--- src/core/srw_map.svh ---
// Purpose: Offsets, field positions, reset values and timing counts of the supervisor.
// Assumes: 250 MHz system clock; Wishbone registers one aligned word each.
// Notes:   Times kept in their own unit; cycle counts derived from them.
`ifndef SRW_MAP_SVH
`define SRW_MAP_SVH

// ----------------------------------------------------------------------
// Clock and time base
// ----------------------------------------------------------------------
`define SRW_CLK_NS        4
`define SRW_MS_NS         1000000
`define SRW_MS_CYCLES     ((`SRW_MS_NS + `SRW_CLK_NS - 1) / `SRW_CLK_NS)
`define SRW_TRR_NS        4000
`define SRW_TRR_CYCLES    ((`SRW_TRR_NS + `SRW_CLK_NS - 1) / `SRW_CLK_NS)

// ----------------------------------------------------------------------
// Timing in milliseconds
// ----------------------------------------------------------------------
`define SRW_TXTO_MS       1000
`define SRW_TSHD_MS       128
`define SRW_HOLD_MS_DEF   8
`define SRW_HOLD_MS_OPT1  4
`define SRW_HOLD_MS_OPT2  16
`define SRW_HOLD_MS_OPT3  32
`define SRW_WD_MS_DEF     100
`define SRW_WD_MS_M40     60
`define SRW_WD_MS_M20     80
`define SRW_WD_MS_P20     120
`define SRW_WD_MS_P60     160
`define SRW_WD_MS_P100    200

// ----------------------------------------------------------------------
// Register offsets (byte addresses)
// ----------------------------------------------------------------------
`define SRW_OFS_CTRL      8'h00
`define SRW_OFS_DIAG      8'h04
`define SRW_OFS_STATUS    8'h08
`define SRW_OFS_WDTRIG    8'h0c

// ----------------------------------------------------------------------
// Fields and reset values
// ----------------------------------------------------------------------
`define SRW_CTRL_TSHD     0
`define SRW_CTRL_LOWPWR   1
`define SRW_CTRL_SLEW     2
`define SRW_CTRL_TMON     3
`define SRW_CTRL_RST      8'h08
`define SRW_DIAG_WARN     0
`define SRW_DIAG_TXTO     1
`define SRW_DIAG_WD       2

`endif

--- src/core/srw_pkg.sv ---
// Purpose: Types shared by the supervisor and its bench.
// Assumes: Constants live in srw_map.svh.
// Notes:   All state of the top is one packed struct.
package srw_pkg;

  // ----------------------------------------------------------------------
  // Modes and watchdog phases
  // ----------------------------------------------------------------------
  typedef enum logic [2:0] {M_OFF, M_NORMAL, M_LOWPWR, M_TEMPSHD, M_THERM} srw_mode_t;
  typedef enum logic [1:0] {WD_OFF, WD_CLOSED, WD_OPEN, WD_FIRE} srw_wd_t;

  // ----------------------------------------------------------------------
  // Carriers
  // ----------------------------------------------------------------------
  typedef struct packed {
    logic        cyc;
    logic        stb;
    logic        we;
    logic [7:0]  adr;
    logic [3:0]  sel;
    logic [31:0] dat;
  } srw_wb_req_t;

  typedef struct packed {
    logic        ack;
    logic [31:0] dat;
  } srw_wb_rsp_t;

  typedef struct packed {
    logic       wd_enable;
    logic [2:0] wd_window;
    logic [1:0] hold_sel;
    logic [1:0] uv_sel;
  } srw_otp_t;

  typedef struct packed {
    logic [17:0] tick_cnt;
    logic        tick;
    logic        por_n;
    srw_mode_t   mode;
    srw_otp_t    otp;
    logic        ctl_tshd;
    logic        ctl_lowpwr;
    logic        ctl_slew;
    logic        ctl_tmon;
    logic        diag_warn;
    logic        diag_txto;
    logic        diag_wd;
    logic        rail_n;
    logic [9:0]  rail_cnt;
    srw_wd_t     wd;
    logic [9:0]  wd_cnt;
    logic [9:0]  tx_cnt;
    logic        tx_to;
    logic [7:0]  shd_cnt;
    logic        rst_out_n;
    logic        ack;
    logic [7:0]  rdat;
    logic        reg_en;
    logic        reg_lp;
    logic        xcvr_en;
    logic        slew_en;
    logic        lin_dom;
  } srw_state_t;

endpackage : srw_pkg

--- src/core/srw_top.sv ---
// Purpose: Supply and rail reset, window watchdog, transmit timeout, thermal handling.
// Assumes: Comparator and strap inputs are synchronous to clk; Wishbone classic slave.
// Notes:   Register writes stand in for the two-wire port.
// Operation
// Above shutdown temperature power down; on return power up and reset.
// Warning level sets a diagnostic flag readable by software.
// A control bit enables or disables temperature monitoring.
// Supply reset releases above release level, asserts below trip; overrides everything.
// While supply reset asserted, clear mode and diagnostics; regulator, transceiver off.
// A supply dip not crossing trip keeps the low-power mode.
// Supply reset release enters normal mode, regulator and transceiver on.
// Supply trip cancels low slew; normal mode resumes on release.
// Regulator stays off until the supply reset has risen.
// Software sets a shutdown bit; the regulator powers down.
// Reset output combines rail undervoltage reset and watchdog output.
// Shutdown and overtemperature reach the reset output only via rail reset.
// Rail reset releases after rail above release longer than hold time.
// Rail reset asserts after rail below trip longer than glitch delay.
// Rail reset initialises watchdog, timeout, port logic; control registers kept. The Wishbone port here is not reset by it.
// Rail threshold chosen by a two-bit programmed setting.
// Software triggers the watchdog; a missed window pulses reset for hold time.
// Trigger in closed interval, or none in open interval, causes reset.
// Watchdog starts after reset output high; off while rail below trip.
// Watchdog enabled by strap; three-bit strap picks window timing.
// Transmit low runs a timer; expiry releases the bus to recessive.
// Transmit timeout is about one second.
// Closed interval about 100 ms, open interval about 100 ms after it.
// Hold time 8 ms, or 4, 16, 32 ms by strap.
// Each accepted trigger restarts closed and open intervals.
//
// Added by the designer: the address map and the Wishbone slave port.
`timescale 1ns/1ns
`include "srw_map.svh"

module srw_top #(
  parameter int MS_CYCLES = `SRW_MS_CYCLES
) (
  // Clock and reset
  input  wire logic                clk,
  input  wire logic                rst,
  // Register bus
  input  wire srw_pkg::srw_wb_req_t wb_req,
  output      srw_pkg::srw_wb_rsp_t wb_rsp,
  // Supply and rail comparators
  input  wire logic                supply_above_release,
  input  wire logic                supply_below_trip,
  input  wire logic                rail_above_release,
  input  wire logic                rail_below_trip,
  // Temperature comparators
  input  wire logic                temp_over_shutdown,
  input  wire logic                temp_below_return,
  input  wire logic                temp_over_warning,
  // Link side
  input  wire logic                tx_n,
  input  wire logic                wake_event,
  // Factory straps
  input  wire srw_pkg::srw_otp_t    otp_strap,
  // Power and reset controls
  output      logic                supply_por_n,
  output      logic                regulator_en,
  output      logic                regulator_lowpower,
  output      logic                transceiver_en,
  output      logic                low_slew_en,
  output      logic                lin_dominant,
  output      logic [1:0]          uv_thresh_sel,
  output      logic                reset_out_n
);
  import srw_pkg::*;

  srw_state_t s_reg;
  srw_state_t s_next;

  // ----------------------------------------------------------------------
  // Strap decoding
  // ----------------------------------------------------------------------
  // hold time select
  function automatic logic [9:0] hold_ms(input logic [1:0] sel);
    case (sel)
      2'h1:    hold_ms = 10'(`SRW_HOLD_MS_OPT1);
      2'h2:    hold_ms = 10'(`SRW_HOLD_MS_OPT2);
      2'h3:    hold_ms = 10'(`SRW_HOLD_MS_OPT3);
      default: hold_ms = 10'(`SRW_HOLD_MS_DEF);
    endcase
  endfunction : hold_ms

  // window strap scales both intervals
  function automatic logic [9:0] window_ms(input logic [2:0] sel);
    case (sel)
      3'h1:    window_ms = 10'(`SRW_WD_MS_M40);
      3'h2:    window_ms = 10'(`SRW_WD_MS_M20);
      3'h3:    window_ms = 10'(`SRW_WD_MS_P20);
      3'h4:    window_ms = 10'(`SRW_WD_MS_P60);
      3'h5:    window_ms = 10'(`SRW_WD_MS_P100);
      default: window_ms = 10'(`SRW_WD_MS_DEF);
    endcase
  endfunction : window_ms

  logic [9:0] hold_lim;
  logic [9:0] win_lim;
  logic       req;
  logic       wr;
  logic       trig;
  logic       temp_trip;

  always_comb begin
    hold_lim  = hold_ms(s_reg.otp.hold_sel);
    win_lim   = window_ms(s_reg.otp.wd_window);
    req       = wb_req.cyc & wb_req.stb;
    wr        = req & wb_req.we & s_reg.ack & wb_req.sel[0];
    trig      = wr & (wb_req.adr == `SRW_OFS_WDTRIG);
    temp_trip = s_reg.ctl_tmon & temp_over_shutdown;
  end

  // ----------------------------------------------------------------------
  // Next state
  // ----------------------------------------------------------------------
  always_comb begin
    s_next = s_reg;

    // Millisecond enable; slow timers count it instead of raw cycles
    s_next.tick = 1'b0;
    if (s_reg.tick_cnt == 18'(MS_CYCLES - 1)) begin
      s_next.tick_cnt = 18'h0;
      s_next.tick     = 1'b1;
    end else begin
      s_next.tick_cnt = s_reg.tick_cnt + 18'h1;
    end

    // Bus answer one cycle after the request; write lands on the ack edge
    s_next.ack  = req & ~s_reg.ack;
    s_next.rdat = 8'h00;
    if (req & ~s_reg.ack & ~wb_req.we) begin
      case (wb_req.adr)
        `SRW_OFS_CTRL:   s_next.rdat = {4'h0, s_reg.ctl_tmon, s_reg.ctl_slew,
                                        s_reg.ctl_lowpwr, s_reg.ctl_tshd};
        `SRW_OFS_DIAG:   s_next.rdat = {5'h00, s_reg.diag_wd, s_reg.diag_txto,
                                        s_reg.diag_warn};
        `SRW_OFS_STATUS: s_next.rdat = {s_reg.wd, s_reg.por_n, s_reg.rst_out_n,
                                        s_reg.rail_n, s_reg.mode};
        default:         s_next.rdat = 8'h00;
      endcase
    end
    if (wr && wb_req.adr == `SRW_OFS_CTRL) begin
      // shutdown request bit
      s_next.ctl_tshd   = wb_req.dat[`SRW_CTRL_TSHD];
      s_next.ctl_lowpwr = wb_req.dat[`SRW_CTRL_LOWPWR];
      s_next.ctl_slew   = wb_req.dat[`SRW_CTRL_SLEW];
      // monitor enable
      s_next.ctl_tmon   = wb_req.dat[`SRW_CTRL_TMON];
    end
    if (wr && wb_req.adr == `SRW_OFS_DIAG) begin
      if (wb_req.dat[`SRW_DIAG_WARN]) s_next.diag_warn = 1'b0;
      if (wb_req.dat[`SRW_DIAG_TXTO]) s_next.diag_txto = 1'b0;
      if (wb_req.dat[`SRW_DIAG_WD])   s_next.diag_wd   = 1'b0;
    end

    // supply reset with hysteresis
    if (!s_reg.por_n) begin
      if (supply_above_release) begin
        s_next.por_n = 1'b1;
        // release enters normal mode
        s_next.mode  = M_NORMAL;
        // straps caught once at release
        s_next.otp   = otp_strap;
      end
    end else if (supply_below_trip) begin
      s_next.por_n = 1'b0;
    end

    // Mode sequencing; R6 a dip above trip never reaches this point
    case (s_reg.mode)
      M_OFF: begin
        s_next.shd_cnt = 8'h00;
      end
      M_NORMAL, M_LOWPWR: begin
        if (temp_trip) begin
          // shutdown temperature
          s_next.mode = M_THERM;
        end else if (s_reg.ctl_tshd) begin
          // temporary shutdown
          s_next.mode    = M_TEMPSHD;
          s_next.shd_cnt = 8'h00;
        end else if (s_reg.mode == M_NORMAL && s_reg.ctl_lowpwr) begin
          s_next.mode = M_LOWPWR;
        end else if (s_reg.mode == M_LOWPWR && (wake_event || !s_reg.ctl_lowpwr)) begin
          s_next.mode       = M_NORMAL;
          s_next.ctl_lowpwr = 1'b0;
        end
      end
      M_TEMPSHD: begin
        if (temp_trip) begin
          s_next.mode = M_THERM;
        end else if (s_reg.tick) begin
          if (s_reg.shd_cnt == 8'(`SRW_TSHD_MS - 1)) begin
            s_next.mode     = M_NORMAL;
            s_next.ctl_tshd = 1'b0;
            s_next.shd_cnt  = 8'h00;
          end else begin
            s_next.shd_cnt = s_reg.shd_cnt + 8'h01;
          end
        end
      end
      M_THERM: begin
        // return temperature powers back up
        if (!s_reg.ctl_tmon || temp_below_return) s_next.mode = M_NORMAL;
      end
      default: s_next.mode = M_OFF;
    endcase

    // release after hold time, R14 assert after glitch delay
    if (!s_reg.rail_n) begin
      if (rail_above_release) begin
        if (s_reg.tick) begin
          if (s_reg.rail_cnt == hold_lim) begin
            s_next.rail_n   = 1'b1;
            s_next.rail_cnt = 10'h000;
          end else begin
            s_next.rail_cnt = s_reg.rail_cnt + 10'h001;
          end
        end
      end else begin
        s_next.rail_cnt = 10'h000;
      end
    end else if (rail_below_trip) begin
      if (s_reg.rail_cnt == 10'(`SRW_TRR_CYCLES)) begin
        s_next.rail_n   = 1'b0;
        s_next.rail_cnt = 10'h000;
      end else begin
        s_next.rail_cnt = s_reg.rail_cnt + 10'h001;
      end
    end else begin
      s_next.rail_cnt = 10'h000;
    end

    // rail reset restarts the watchdog; R19 off below trip; R20 strap enable
    if (!s_reg.rail_n || rail_below_trip || !s_reg.otp.wd_enable) begin
      s_next.wd     = WD_OFF;
      s_next.wd_cnt = 10'h000;
    end else begin
      case (s_reg.wd)
        WD_OFF: begin
          // start once reset output is high
          if (s_reg.rst_out_n) begin
            s_next.wd     = WD_CLOSED;
            s_next.wd_cnt = 10'h000;
          end
        end
        WD_CLOSED: begin
          if (trig) begin
            // trigger too early
            s_next.wd      = WD_FIRE;
            s_next.wd_cnt  = 10'h000;
            s_next.diag_wd = 1'b1;
          end else if (s_reg.tick) begin
            // closed interval length
            if (s_reg.wd_cnt == win_lim - 10'h001) begin
              s_next.wd     = WD_OPEN;
              s_next.wd_cnt = 10'h000;
            end else begin
              s_next.wd_cnt = s_reg.wd_cnt + 10'h001;
            end
          end
        end
        WD_OPEN: begin
          if (trig) begin
            // restart from the trigger
            s_next.wd     = WD_CLOSED;
            s_next.wd_cnt = 10'h000;
          end else if (s_reg.tick) begin
            // open interval ran out
            if (s_reg.wd_cnt == win_lim - 10'h001) begin
              s_next.wd      = WD_FIRE;
              s_next.wd_cnt  = 10'h000;
              s_next.diag_wd = 1'b1;
            end else begin
              s_next.wd_cnt = s_reg.wd_cnt + 10'h001;
            end
          end
        end
        WD_FIRE: begin
          // reset pulse for the hold time
          if (s_reg.tick) begin
            if (s_reg.wd_cnt == hold_lim - 10'h001) begin
              s_next.wd     = WD_OFF;
              s_next.wd_cnt = 10'h000;
            end else begin
              s_next.wd_cnt = s_reg.wd_cnt + 10'h001;
            end
          end
        end
        default: s_next.wd = WD_OFF;
      endcase
    end

    // dominant timer; R22 expiry count
    if (!s_reg.rail_n || s_reg.mode != M_NORMAL || tx_n) begin
      s_next.tx_cnt = 10'h000;
      s_next.tx_to  = 1'b0;
    end else if (!s_reg.tx_to && s_reg.tick) begin
      if (s_reg.tx_cnt == 10'(`SRW_TXTO_MS - 1)) begin
        s_next.tx_to     = 1'b1;
        s_next.diag_txto = 1'b1;
      end else begin
        s_next.tx_cnt = s_reg.tx_cnt + 10'h001;
      end
    end

    // warning flag; set beats a same-cycle clear
    if (s_reg.ctl_tmon && temp_over_warning) s_next.diag_warn = 1'b1;

    // master reset clears mode state; R8 drops low slew with it
    if (!s_next.por_n) begin
      s_next.mode       = M_OFF;
      s_next.ctl_tshd   = 1'b0;
      s_next.ctl_lowpwr = 1'b0;
      s_next.ctl_slew   = 1'b0;
      s_next.ctl_tmon   = 1'(`SRW_CTRL_RST >> `SRW_CTRL_TMON);
      s_next.diag_warn  = 1'b0;
      s_next.diag_txto  = 1'b0;
      s_next.diag_wd    = 1'b0;
      s_next.rail_n     = 1'b0;
      s_next.rail_cnt   = 10'h000;
      s_next.otp        = '0;
    end

    // regulator only after supply release
    s_next.reg_en  = s_next.por_n &
                     (s_next.mode == M_NORMAL || s_next.mode == M_LOWPWR);
    s_next.reg_lp  = s_next.mode == M_LOWPWR;
    s_next.xcvr_en = s_next.mode == M_NORMAL;
    s_next.slew_en = s_next.xcvr_en & s_next.ctl_slew;
    // timeout forces recessive
    s_next.lin_dom = s_next.xcvr_en & ~tx_n & ~s_next.tx_to;
    // reset output; R12 shutdowns act only through the rail reset
    s_next.rst_out_n = s_next.rail_n & (s_next.wd != WD_FIRE);
  end

  // ----------------------------------------------------------------------
  // State register
  // ----------------------------------------------------------------------
  always_ff @(posedge clk or posedge rst) begin
    if (rst) begin
      s_reg <= '0;
    end else begin
      s_reg <= s_next;
    end
  end

  // ----------------------------------------------------------------------
  // Outputs, all from flip-flops
  // ----------------------------------------------------------------------
  assign wb_rsp.ack         = s_reg.ack;
  assign wb_rsp.dat         = {24'h000000, s_reg.rdat};
  assign supply_por_n       = s_reg.por_n;
  assign regulator_en       = s_reg.reg_en;
  assign regulator_lowpower = s_reg.reg_lp;
  assign transceiver_en     = s_reg.xcvr_en;
  assign low_slew_en        = s_reg.slew_en;
  assign lin_dominant       = s_reg.lin_dom;
  assign uv_thresh_sel      = s_reg.otp.uv_sel;
  assign reset_out_n        = s_reg.rst_out_n;

endmodule : srw_top

--- config.mk ---
export PLATFORM = sky130hd
export DESIGN_NAME = srw_top
export DESIGN_NICKNAME = d
export VERILOG_FILES = /design/src/core/srw_pkg.sv /design/src/core/srw_top.sv
export VERILOG_INCLUDE_DIRS = /design/src /design/src/core
export SDC_FILE = /design/constraint.sdc
export NUM_CORES = 1
export LEC_CHECK = 0
export BUFFER_PORTS_ARGS = -buffer_cell sky130_fd_sc_hd__buf_2
export CELL_PAD_IN_SITES_DETAIL_PLACEMENT = 0
export CELL_PAD_IN_SITES_GLOBAL_PLACEMENT = 2
export CORE_MARGIN = 2
export CORE_UTILIZATION = 36
export DETAILED_ROUTE_END_ITERATION = 8
export GPL_TIMING_DRIVEN = 0
export PLACE_DENSITY_LB_ADDON = 0.1
export SYNTH_ARGS = -nofsm -noshare
export SYNTH_HDL_FRONTEND = slang
export SYNTH_SLANG_ARGS = --single-unit
--- constraint.sdc ---
create_clock -name clk -period 8.4 [get_ports clk]
set_input_delay 1.26 -clock clk [delete_from_list [all_inputs] [get_ports clk]]
set_output_delay 1.26 -clock clk [all_outputs]
set_load 0.1 [all_outputs]
After elaboration in Yosys (flattened, before gate mapping)
Index checks and enable logic that the tools add are counted.
{ "totals": {"ff_bits": 95, "out_inout_bits": 42} }
{ "classes": {"addsub": 7, "mux": 77, "n_bitwise": 17, "n_eq_ne": 44, "reduce_logical": 29} }
{ "ops": {"columns": ["op", "count"], "rows": [
  ["12-bit two-way mux", 8],
  ["10-bit two-way mux", 7],
  ["11-bit two-way mux", 5],
  ["8-bit two-way mux", 6],
  ["12-bit one-hot mux with 4 select lines", 1],
  ["8-bit one-hot mux with 3 select lines", 2],
  ["8-bit one-hot mux with 5 select lines", 1],
  ["10-bit by 1-bit adder with 10-bit output (second input constant)", 3],
  ["10-bit equality test", 3],
  ["1-bit two-way mux", 29],
  ["29-bit two-way mux", 1],
  ["3-bit two-way mux", 9],
  ["10-bit equality test (second input constant)", 2],
  ["10-bit by 1-bit subtractor with 10-bit output (second input constant)", 2],
  ["18-bit by 1-bit adder with 18-bit output (second input constant)", 1],
  ["18-bit equality test (second input constant)", 1],
  ["18-bit two-way mux", 1],
  ["6-bit one-hot mux with 3 select lines", 1],
  ["8-bit by 4-bit equality test with 1-bit output (second input constant)", 2],
  ["2-bit != test (second input constant)", 8],
  ["3-bit by 2-bit equality test with 1-bit output (second input constant)", 5],
  ["1-bit AND", 13],
  ["4-bit != test (second input constant)", 3],
  ["3-bit one-hot mux with 4 select lines", 1],
  ["other kinds (27)", 59]
]} }

Logic depth before layout (Yosys ltp)
Gate-level depths: netlist of the first run.
{ "logic_depth": {"depth_word": 15, "mapped_depth": 15, "mapped_depth_nobuf": 12} }

Worst setup path after synthesis of the first run
No wires, ideal clock.
{ "synth_path": {"path_type": "register -> register", "start": "reg s_reg[69] (netlist bit)", "end": "reg s_reg[40] (netlist bit)", "setup_slack_ps": 5277, "synth_period_minus_slack_ps": 3123, "arrival_time_ps": 2999, "path_stages_with_launch": 16, "cell_sequence": "dfrtp_1 -> buf_2 -> inv_1 -> ha_1 -> clkbuf_1 -> a21oi_1 -> o21ai_0 -> ha_1 -> xnor2_1 -> a2111oi_0 -> o2111ai_1 -> nor2_1 -> a31o_4 -> buf_6 -> nor2_2 -> a211o_1"} }
{ "synth_via": {"elab_chain_len": 9} }
{ "synth_rtl": {"columns": ["element", "line_no", "text"], "rows": [
  ["start: declaration", "srw_top.sv:70", "srw_state_t s_reg;"],
  ["start signal: assignment", "srw_top.sv:345", "s_reg <= s_next;"],
  ["3-bit equality test, or another cell as far along", "srw_top.sv:88", "case (sel)"],
  ["8-bit one-hot mux with 5 select lines (*)", "srw_top.sv:88", null],
  ["10-bit by 1-bit subtractor with 10-bit output (*)", "srw_top.sv:256, srw_top.sv:271", null],
  ["10-bit equality test (*)", "srw_top.sv:256, srw_top.sv:271", null],
  ["10-bit two-way mux (*)", "srw_top.sv:256, srw_top.sv:271", null],
  ["12-bit two-way mux (on tied branches)", "srw_top.sv:269, srw_top.sv:254", null],
  ["12-bit two-way mux (on tied branches)", "srw_top.sv:265, srw_top.sv:249", null],
  ["12-bit one-hot mux with 4 select lines (*)", "srw_top.sv:240", "case (s_reg.wd)"],
  ["12-bit two-way mux (*)", "srw_top.sv:236", "if (!s_reg.rail_n || rail_below_trip || !s_reg.otp.wd_enable) begin"]
]} }
Mark *: on every way between the ends. The rest lies on a longest branch, timed or not. The select of a mux whose other input is x is not followed.
A chain may end at the register's enable or synchronous reset.

Worst setup path after layout of the first run
{ "layout_path": {"start": "reg s_reg[69] (netlist bit)", "end": "reg s_reg[43] (netlist bit)"} }
Same word-level chain as after synthesis.

==> results of run 1 <==
==> cell usage after synthesis, types with 4 or more instances <==
cell type  number
dfrtp_1        95
nand2_1        67
nor2_1         65
o21ai_0        42
buf_4          35
nand3_1        26
a21oi_1        25
inv_1          21
and3_1         18
xor2_1         18
clkbuf_1       17
nand2b_1       17
nor3_1         16
ha_1           15
xnor2_1        15
nor2b_1        13
mux2i_1        12
nor3b_1        10
nand4_1         9
and2_1          7
a21o_1          6
or2_2           6
buf_2           5
and3b_1         4
nand3b_1        4
o21bai_1        4
==> cell type report <==
cell class | instances | share of cell area [%]
diodes | 1 | 0.0373
plain buffers | 59 | 5.58
clock buffers | 11 | 3.77
clock inverters | 4 | 0.803
inverters | 21 | 1.21
multi-input cells | 495 | 45.0
flip-flops and latches | 95 | 35.5
well taps | 216 | 4.03
repair buffers | 51 | 4.14
==> per-stage QoR <==
step | hold slack [ns] | instances | area [sq um] | total power (W)
2_1_floorplan | 0.436 | 670 | 5840 | 0.000629
3_3_place_gp | 0.462 | 936 | 6360 | 0.000665
3_5_place_dp | 0.464 | 937 | 6390 | 0.000667
4_1_cts | 0.474 | 952 | 6700 | 0.00110
5_1_grt | 0.495 | 952 | 6700 | 0.00114
6_report | 0.471 | 953 | 6700 | 0.00109
==> per-layer routing <==
metal / up-vias / routed length [um]
li1: 2366 / -
met1: 2233 / 6870
met2: 74 / 6220
met3: 17 / 489
met4: 0 / 261
met5: - / 0
==> worst paths after layout <==
path                                    endpoint                  start  slack, ns  cells past startpoint
max in group asynchronous  s_reg[70]$_DFFE_PP0P_                    rst       6.83                      3
max reg2reg                s_reg[43]$_DFFE_PP0P_  s_reg[69]$_DFFE_PP0P_       4.34                     15
max                        s_reg[43]$_DFFE_PP0P_  s_reg[69]$_DFFE_PP0P_       4.34                     15
min reg2reg                 wb_rsp[32]$_DFF_PP0_   wb_rsp[32]$_DFF_PP0_       0.47                      1
min in group asynchronous  s_reg[22]$_DFFE_PP0P_                    rst       0.90                      2
min                         wb_rsp[32]$_DFF_PP0_   wb_rsp[32]$_DFF_PP0_       0.47                      1
==> logic make-up (layout without fill, tap and decap cells) <==
logic type	after synthesis	in the layout	synth area share (%)
and+or+nand+nor	291	291	26.4
adders and majority gates	15	15	3.26
other	1	25	0.0651
DFF	95	95	41.3
AOI/OAI and AO/OA	118	118	13.6
muxes	14	14	2.48
xor gates and xnor gates	33	33	5.02
buffers and inverters	80	146	7.87
==> power by group through the flow <==
stage	Clock, W	Sequential, W	Combinational, W
final	0.000430	0.000471	0.000188
after global routing	0.000464	0.000471	0.000205
after CTS	0.000443	0.000470	0.000189
after detailed placement	0	0.000479	0.000189
after global placement	0	0.000479	0.000186
after floorplan	0	0.000493	0.000136
==> cell usage in the layout (no fill, tap or decap), drive strengths merged, types with 6 or more instances in the layout <==
| cell | count |
|---|---|
| a21o | 6 |
| ha | 15 |
| nor2 | 67 |
| nor3 | 17 |
| nand3 | 26 |
| xnor2 | 15 |
| xor2 | 18 |
| buf | 93 |
| nand4 | 9 |
| mux2i | 12 |
| and2 | 8 |
| or2 | 7 |
| a21oi | 25 |
| nor2b | 14 |
| dfrtp | 95 |
| inv | 22 |
| conb | 24 |
| o21ai | 43 |
| clkbuf | 28 |
| nor3b | 10 |
| and3 | 18 |
| nand2 | 67 |
| nand2b | 17 |
==> critical path, cell delays in order (launching register included) <==
cell and delay [ns]:
dfrtp_1 0.39, buf_2 0.23, inv_1 0.12, ha_1 0.36, clkbuf_1 0.37, a21oi_1 0.12
o21ai_0 0.23, ha_1 0.28, xnor2_1 0.12, a2111oi_0 0.48, o2111ai_1 0.27, nor2_1 0.28
a31o_4 0.25, buf_6 0.15, nor2_2 0.04, a211o_1 0.25
==> metrics.md, run 1 <==
| Metric | Value |
|---|---|
| Status | finished, final reports clean |
| Ys flop type | dfrtp_1 |
| H-tree depth | 3 |
| Sequential fraction of the synthesis area | 41.3% |
| Final #Nets | 813 |
| Antenna viol nets, final | 0 |
| Total negative slack | 0 ns |
| Synthesis Warnings | 0 |
| Critical-path maximum fanout | 10 |
| Standard-cell rows | 46 |
| Synth top area cells | dfrtp_1 41%, buf_4 4.6%, nand2_1 4.4% |
| # DRC | 0 |
| Clk Latency, worst-skew pair | ~0.35 ns |
| Sw Share | 30.2% |
| Lkg Pwr | 3.10 nW |
| CTS Buffer Depth | 2 |
| Global Route Usage Sum | ~17% |
| Switching power | approximately 0.00033 W |
| CTS resizes | 0 |
| Headroom to the max-slew limit | 42.0% |
| Min setup slack post-route | around 4.3 ns |
| Via/cell ratio | about 4.9 |
| Internal power | 0.000759 W |
| Reg power frac | 43.2% |
| Initial core utilization | 36.5% |
| Largest net degree at the start of global routing | 69 |
| Routed vias | between 4000 and 5000 |
| Mapped Area | 5760 sq um |
| Synthesized flop and latch total | 95 |
| Mapped Avg Cell Area | 8.90 sq um |
| Critical Path Start Type | flip-flop |
| # Max-Cap Violations | 0 |
| Clock network power share | 39.5% |
| Setup CP Type | flip-flop to flip-flop |
| Setup Buffers After CTS | 0 |
| CTS tree | done |
| Finished Core Util | 42.5% |
| Peak supply drop | 0.0921 mV |
| Die footprint | 17000 sq um |
| Setup-failing EPs final | 0 |
| Num CTS Buffers | 9 |
| Clk sinks | 95 |
| HPWL Detailed | ~10000 um |
| Placer congestion estimate | ~0.83 |
| Area grow syn2layout | 16.4% |
| Fin. max-slew vios | 0 |
| Asr flop ratio synth | 100% |
| Area of the multi-input gates | about 3000 sq um |
| Cell taking the most area after synthesis | dfrtp_1 |
| Hold Buf Count CTS | 0 |
| Critical path arrival | 4.30 ns |
| Storage element area | 2380 sq um |
| Class of the worst hold path | flip-flop to flip-flop |
| Drt pass-1 iters | 4 |
| Fmax | between 200 and 250 MHz |
| Grt ovf | 0 |
| Io pins | around 110 |
| Layout filler cell count | 1647 |
| DR WL/cell | 14.5 um |
| Vias in the first global route | 4662 |
| Wirelength, routed | 13800 um |
| Area of the core | approximately 16000 sq um |
| Antenna violations before repair | 1 |
| Share of the synthesized area in the top cell type | 41.3% |
| First-pass GRT wire length | roughly 23000 um |
| Pwr Density | 162 nW/um^2 |
| Worst-margin pin slew | 0.870 ns |
| # port buffers | 50 |
| Placement Setup Slack | ~4.4 ns |
| DRT iter0 DRCs | around 300 |
| Die Y | 130 um |
| Root Buffer | clkbuf_16 |
| Max reg flops | a little under 80 |
| Yosys cell types | 73 |
| CP Data Required Time | 8.63 ns |
| GRT met1 Usage | 24.8% |
| Unrepaired setup endpoints after global routing | no |
| Clk slew on worst S/H paths | around 0.070 ns |
| Fin crit share | ~48% |
| Minimum clock period | about 4.1 ns |
| Layout cell share with drive strength beyond 1 | 17.1% |
| Clk_skew | around 0.0047 ns |
| Final hold viol count | 0 |
| Grt peak-use layer | met2 |
| Endpoint class of the critical path | flip-flop |
| EDFF count, synth | 0 |
| Met3 Usage GRT | just under 3% |
| Logic pwr share | between 15 and 20% |
| Synthesized netlist cell count | ~650 |
| Grt met2 use | 26.7% |
| Die W | 130 um |
Power figures use the tool's default switching activity.
==> run 2, diff against run 1 <==
--- a/config.mk
+++ b/config.mk
@@ -10,7 +10,7 @@
 export CELL_PAD_IN_SITES_DETAIL_PLACEMENT = 0
 export CELL_PAD_IN_SITES_GLOBAL_PLACEMENT = 2
 export CORE_MARGIN = 2
-export CORE_UTILIZATION = 36
+export CORE_UTILIZATION = 34
 export DETAILED_ROUTE_END_ITERATION = 8
 export GPL_TIMING_DRIVEN = 0
 export PLACE_DENSITY_LB_ADDON = 0.1
==> constraint.sdc (replaced) <==
create_clock -name clk -period 3.9 [get_ports clk]
set_input_delay 0.585 -clock clk [delete_from_list [all_inputs] [get_ports clk]]
set_output_delay 0.585 -clock clk [all_outputs]
set_load 0.1 [all_outputs]
==> run 2 against run 1 <==
Compared with the run above:
- core utilization down 1.9 points
- hold slack got worse by 0.19 ns
- critical path depth shrank 2
- worst setup slack got worse by 3.9 ns
- clock skew rose by 0.0036 ns
- die area grew 5.7%
- largest cell class unchanged
- largest power group unchanged
==> metrics.md, run 2 (synthesized netlist as in run 1, its figures left out) <==
| Metric | Value |
|---|---|
| Status | finished, final reports clean (unchanged) |
| Commonest non-fill, non-tap cells in the layout | 95 x dfrtp_1, 67 x nand2_1, 65 x nor2_1 (unchanged) |
| Class of the worst hold path | input pin to asynchronous set/reset pin (was flip-flop to flip-flop) |
| Fmax | 286 MHz (was 246 MHz) |
| Critical path arrival | 3.73 ns (was 4.30 ns) |
| # DRC | 0 (unchanged) |
| Pwr Density | 357 nW/um^2 (was 162 nW/um^2) |
| Minimum clock period | 3.49 ns (was 4.06 ns) |
| DRT iter0 DRCs | 288 (was 302) |
| Final #Nets | 812 (was 813) |
| CTS Buffer Depth | 2 (unchanged) |
| Clk_skew | 0.00834 ns (was 0.00472 ns) |
| CTS tree | done (unchanged) |
| Die footprint | 18000 sq um (was 17000 sq um) |
| Drt pass-1 iters | 4 (unchanged) |
| H-tree depth | 3 (unchanged) |
| Root Buffer | clkbuf_16 (unchanged) |
| Critical-path maximum fanout | 13 (was 10) |
| Standard-cell rows | 47 (was 46) |
| Fin crit share | 89.6% (was 48.4%) |
| Num CTS Buffers | 9 (unchanged) |
| DR WL/cell | 14.5 um (about the same) |
| Clk Latency, worst-skew pair | 0.35 ns (about the same) |
| Critical Path Start Type | flip-flop (unchanged) |
| Largest net degree at the start of global routing | 55 (was 69) |
| Pwr Total | 0.00240 W (was 0.00109 W) |
| Placed cell count | 941 (was 937) |
| Placer congestion estimate | 0.825 (was 0.828) |
| Post-route design area | 6730 sq um (was 6700 sq um) |
| CP Data Required Time | 4.14 ns (was 8.63 ns) |
| First-pass GRT wire length | 23300 um (about the same) |
| Layout cell share with drive strength beyond 1 | 17.5% (was 17.1%) |
| Layout filler cell count | 1735 (was 1647) |
| Endpoint class of the critical path | flip-flop (unchanged) |
| Most common cell after layout, fill and taps aside | dfrtp_1 (unchanged) |
| Grt ovf | 0 (unchanged) |
| Lkg Pwr | 3.11 nW (was 3.10 nW) |
| Setup Buffers After CTS | 0 (unchanged) |
| Via/cell ratio | 4.93 (was 4.92) |
| Routed vias | 4711 (was 4690) |
| Final hold viol count | 0 (unchanged) |
| Global Route Usage Sum | 16.2% (was 17.3%) |
| Worst-margin pin slew | 0.836 ns (was 0.870 ns) |
| Fin. max-slew vios | 0 (unchanged) |
| Antenna violations before repair | 0 (was 1) |
| Die W | 134 um (was 130 um) |
| # Max-Cap Violations | 0 (unchanged) |
| Setup-failing EPs final | 0 (unchanged) |
| Initial core utilization | 34.7% (was 36.5%) |
| Unrepaired setup endpoints after global routing | no (unchanged) |
| Peak supply drop | 0.195 mV (was 0.0921 mV) |
| Io pins | 108 (unchanged) |
| HPWL Detailed | 10300 um (was 10200 um) |
| Antenna cells | 0 (was 1) |
| Clk sinks | 95 (unchanged) |
| Clk slew on worst S/H paths | 0.07 ns (about the same) |
| Antenna viol nets, final | 0 (unchanged) |
| Setup CP Type | flip-flop to flip-flop (unchanged) |
| Placed standard-cell area | 6400 sq um (was 6390 sq um) |
| Headroom to the max-slew limit | 44.3% (was 42.0%) |
| Wirelength, routed | 13800 um (about the same) |
| # port buffers | 50 (unchanged) |
| Total negative slack | 0 ns (unchanged) |
| Area grow syn2layout | 17.0% (was 16.4%) |
| Layout Cells excl Fill | 956 (was 953) |
| Max reg flops | 77 (unchanged) |
| Area of the core | 16600 sq um (was 15800 sq um) |
| Vias in the first global route | 4675 (was 4662) |
| Die Y | 134 um (was 130 um) |
[run 2: critical path, cell delays in order (launching register included)]
cell       delay, ns
dfrtp_1         0.38
buf_2           0.22
inv_1           0.12
ha_2            0.48
a21oi_1         0.10
o21ai_0         0.23
ha_1            0.28
xnor2_1         0.14
a2111oi_2       0.26
o2111ai_1       0.22
nor2_1          0.26
nand3_1         0.16
and3_1          0.25
o31a_1          0.29
[run 2: per-layer routing]
layer | GRT usage [%] | up-vias | routed length [um] | share of wire [%]
met4 | 4.15 | 0 | 154 | 1.1
met1 | 21.9 | 2252 | 6780 | 49
li1 | - | 2369 | - | -
met3 | 3.89 | 10 | 460 | 3.3
met5 | 0 | - | 0 | 0
met2 | 26.2 | 80 | 6420 | 46
[run 2: timing repair]
action | in CTS | in global routing
gates cloned | 0 | 0
gates resized for setup | 0 | 3
hold buffers | 0 | 0
endpoints found under the setup margin | 3 | 13
[run 2: final cells by class]
type / count / area, sq um / area share, %
multi-input cells: 495 / 3020 / 44.9
flip-flops and latches: 95 / 2380 / 35.3
plain buffers: 58 / 370 / 5.50
repair buffers: 51 / 278 / 4.12
well taps: 220 / 275 / 4.09
clock buffers: 10 / 239 / 3.55
clock inverters: 6 / 91.3 / 1.36
inverters: 21 / 81.3 / 1.21
[run 2: worst paths after layout]
kind                                       startpoint                endpoint  slack, ns  cells past startpoint
worst max-delay path            s_reg[69]$_DFFE_PP0P_   reset_out_n$_DFF_PP0_       0.41                     13
worst min-delay path                              rst  regulator_en$_DFF_PP0_       0.29                      2
worst max register to register  s_reg[69]$_DFFE_PP0P_   reset_out_n$_DFF_PP0_       0.41                     13
worst min register to register   wb_rsp[32]$_DFF_PP0_    wb_rsp[32]$_DFF_PP0_       0.47                      1
max in group asynchronous                         rst   s_reg[39]$_DFFE_PP0P_       2.95                      3
min in group clk                                 tx_n  lin_dominant$_DFF_PP0_       0.43                      2
[run 2: through the flow]
step	utilization [%]	hold slack, ns	setup slack (ns)
after floorplan	-	0.436	0.777
after global placement	38.4	0.472	-0.484
after detailed placement	38.6	0.475	-0.00937
after CTS	40.6	0.299	0.150
after global routing	40.6	0.332	0.0778
final	40.6	0.285	0.407
[run 2: report_power, final]
part | internal (W) | switching (W) | total [W] | leakage [nW]
Clock | 0.000583 | 0.000401 | 0.000984 | 0.163
Sequential | 0.00100 | 0.0000126 | 0.00101 | 1.30
Combinational | 0.000104 | 0.000304 | 0.000408 | 1.65
==> run 3, diff against run 2 <==
--- a/config.mk
+++ b/config.mk
@@ -10,7 +10,8 @@
 export CELL_PAD_IN_SITES_DETAIL_PLACEMENT = 0
 export CELL_PAD_IN_SITES_GLOBAL_PLACEMENT = 2
 export CORE_MARGIN = 2
-export CORE_UTILIZATION = 34
+export CORE_UTILIZATION = 35
+export CTS_BUF_LIST = sky130_fd_sc_hd__clkbuf_8
 export DETAILED_ROUTE_END_ITERATION = 8
 export GPL_TIMING_DRIVEN = 0
 export PLACE_DENSITY_LB_ADDON = 0.1
==> constraint.sdc (replaced) <==
create_clock -name clk -period 3.9 [get_ports clk]
set_input_delay 0.585 -clock clk [delete_from_list [all_inputs] [get_ports clk]]
set_output_delay 0.585 -clock clk [all_outputs]
set_load 0.02 [all_outputs]
==> run 3 against run 2 <==
Compared with the run above:
- flip-flop and latch count stayed put
- sequential power hardly changed
- cell area down 2.3%
- final cell count down 0.52%
- maximum frequency is 3.0% lower
- power decreased by 20%
- largest cell class unchanged
- largest power group unchanged
==> metrics.md, run 3 (synthesized netlist as in run 1, its figures left out) <==
| Metric | Value |
|---|---|
| Status | finished, final reports clean (unchanged) |
| Placed standard-cell area | 6390 sq um (was 6400 sq um) |
| Antenna violations before repair | 0 (unchanged) |
| Class of the worst hold path | input pin to asynchronous set/reset pin (unchanged) |
| Commonest non-fill, non-tap cells in the layout | 95 x dfrtp_1, 67 x nand2_1, 65 x nor2_1 (unchanged) |
| Cell depth of the worst flop-to-flop path | 13 (unchanged) |
| CTS tree | done (unchanged) |
| Root Buffer | clkbuf_8 (was clkbuf_16) |
| # DRC | 0 (unchanged) |
| Layout cell share with drive strength beyond 1 | 17.1% (was 17.5%) |
| Routed vias | 4725 (was 4711) |
| Die footprint | 17500 sq um (was 18000 sq um) |
| Clk_skew | 0.00709 ns (was 0.00834 ns) |
| Placer congestion estimate | 0.839 (was 0.825) |
| Wirelength, routed | 14000 um (was 13800 um) |
| Pwr Density | 293 nW/um^2 (was 357 nW/um^2) |
| Initial core utilization | 36.0% (was 34.7%) |
| Terminus of the critical flop-to-flop path | reset_out_n$_DFF_PP0_ (unchanged) |
| Hold Buf Count CTS | 0 (unchanged) |
| Peak supply drop | 0.185 mV (was 0.195 mV) |
| Die W | 132 um (was 134 um) |
| Unrepaired setup endpoints after global routing | no (unchanged) |
| Critical-path maximum fanout | 13 (unchanged) |
| Critical Path Start Type | flip-flop (unchanged) |
| Critical path arrival | 3.92 ns (was 3.73 ns) |
| Layout filler cell count | 1680 (was 1735) |
| Reg-to-Reg Start | s_reg[69]$_DFFE_PP0P_ (unchanged) |
| Storage element area | 2380 sq um (unchanged) |
| Fin crit share | 92.3% (was 89.6%) |
| Final hold viol count | 0 (unchanged) |
| Headroom to the max-slew limit | 42.9% (was 44.3%) |
| Global Route Usage Sum | 16.7% (was 16.2%) |
| Area of the core | 16000 sq um (was 16600 sq um) |
| Finished Core Util | 41.1% (was 40.6%) |
| Antenna cells | 0 (unchanged) |
| Slowest CP cell | ha_2 (unchanged) |
| Most common cell after layout, fill and taps aside | dfrtp_1 (unchanged) |
| Fin. max-slew vios | 0 (unchanged) |
| Worst-margin pin slew | 0.856 ns (was 0.836 ns) |
| Clk Latency, worst-skew pair | 0.38 ns (was 0.35 ns) |
| Cells along the critical path | buf_2, inv_1, ha_2, a21oi_1, o21ai_0, ha_1, xnor2_1, a2111oi_1, o2111ai_1, or2_1, o41ai_1, and3_1, o31a_1 (was buf_2, inv_1, ha_2, a21oi_1, o21ai_0, ha_1, xnor2_1, a2111oi_2, o2111ai_1, nor2_1, nand3_1, and3_1, o31a_1) |
| DR WL/cell | 14.8 um (was 14.5 um) |
| Area grow syn2layout | 14.3% (was 17.0%) |
| Largest net degree at the start of global routing | 52 (was 55) |
| Drt pass-1 iters | 4 (unchanged) |
| Via/cell ratio | 4.97 (was 4.93) |
| Max reg flops | 77 (unchanged) |
| Num CTS Buffers | 9 (unchanged) |
| Io pins | 108 (unchanged) |
| Fmax | 278 MHz (was 286 MHz) |
| Standard-cell rows | 46 (was 47) |
| Grt ovf | 0 (unchanged) |
| Setup CP Type | flip-flop to flip-flop (unchanged) |
| Minimum clock period | 3.60 ns (was 3.49 ns) |
| Top delay family on crit path | compound AO/OA/AOI/OAI gates (unchanged) |
| HPWL Detailed | 10400 um (was 10300 um) |
| Clk sinks | 95 (unchanged) |
| Post-route design area | 6580 sq um (was 6730 sq um) |
| Endpoint class of the critical path | flip-flop (unchanged) |
| CTS Buffer Depth | 2 (unchanged) |
| CP Data Required Time | 4.22 ns (was 4.14 ns) |
| Antenna viol nets, final | 0 (unchanged) |
| DRT iter0 DRCs | 237 (was 288) |
| Vias in the first global route | 4728 (was 4675) |
| Setup-failing EPs final | 0 (unchanged) |
| Die Y | 132 um (was 134 um) |
| Worst path max stage delay | 0.47 ns (was 0.48 ns) |
| Clk slew on worst S/H paths | 0.09 ns (was 0.07 ns) |
| Lkg Pwr | 3.04 nW (was 3.11 nW) |
| First-pass GRT wire length | 23700 um (was 23300 um) |
| Final #Nets | 812 (unchanged) |
| H-tree depth | 3 (unchanged) |
| # Max-Cap Violations | 0 (unchanged) |
| Worst path buffer plus inverter count | 2 (unchanged) |
| R2R Setup Slk | 0.30 ns (was 0.41 ns) |
| # port buffers | 50 (unchanged) |
| Area of the multi-input gates | 3020 sq um (about the same) |
## run 3: cell count changes in the layout (fill, tap and decap cells not counted)
cell / delta
clkinv_4: -2
clkbuf_16: -9
clkinvlp_4: +2
a2111oi_2: -1
a2111oi_1: +1
inv_1: +1
inv_6: -1
bufinv_16: -2
clkinv_2: -1
clkbuf_8: +11
## run 3: worst max-delay path by stage
stage | start | to | slack, ns | cells after the start
floorplan | s_reg[69]$_DFFE_PP0P_ | s_reg[40]$_DFFE_PP0P_ | 0.78 | 15
global placement | rst | s_reg[69]$_DFFE_PP0P_ | -0.56 | 2
detailed placement | s_reg[69]$_DFFE_PP0P_ | s_reg[40]$_DFFE_PP0P_ | 0.01 | 15
CTS | s_reg[69]$_DFFE_PP0P_ | reset_out_n$_DFF_PP0_ | 0.14 | 13
global route | s_reg[69]$_DFFE_PP0P_ | s_reg[40]$_DFFE_PP0P_ | 0.004 | 14
finish | s_reg[69]$_DFFE_PP0P_ | reset_out_n$_DFF_PP0_ | 0.30 | 13
## run 3: power by group
part | switching [W] | internal, W
Clock | 0.000357 | 0.000279
Sequential | 0.0000125 | 0.00100
Combinational | 0.000179 | 0.000103
Total | 0.000548 | 0.00138
## run 3: stage by stage
step	setup TNS, ns	hold WS [ns]	instances	setup WS, ns	total power [W]
after detailed placement	0	0.462	937	0.0106	0.00131
after global routing	0	0.318	951	0.00435	0.00203
after floorplan	0	0.436	670	0.777	0.00123
after CTS	0	0.284	951	0.138	0.00197
after global placement	-52.58	0.452	936	-0.558	0.00131
final	0	0.281	951	0.298	0.00193
## run 3: final cells by class
| class | count | share of cell area [%] |
|---|---|---|
| multi-input cells | 495 | 45.9 |
| flip-flops and latches | 95 | 36.1 |
| plain buffers | 58 | 5.63 |
| repair buffers | 51 | 4.22 |
| well taps | 216 | 4.11 |
| clock buffers | 12 | 2.51 |
| inverters | 21 | 1.24 |
| clock inverters | 3 | 0.285 |
## run 3: layer usage
| metal | GRT usage, % | share of wire, % | vias up |
|---|---|---|---|
| met2 | 26.9 | 46 | 91 |
| met3 | 4.15 | 4.0 | 18 |
| met5 | 0 | 0 | - |
| met4 | 4.30 | 1.5 | 0 |
| met1 | 22.5 | 49 | 2252 |
| li1 | - | - | 2364 |
## run 3: what timing repair did
| item | in CTS | in global routing |
|---|---|---|
| buffers inserted | 0 | 0 |
| endpoints found under the hold margin | 0 | 0 |
| endpoints found under the setup margin | 3 | 10 |
| gates resized for setup | 0 | 2 |
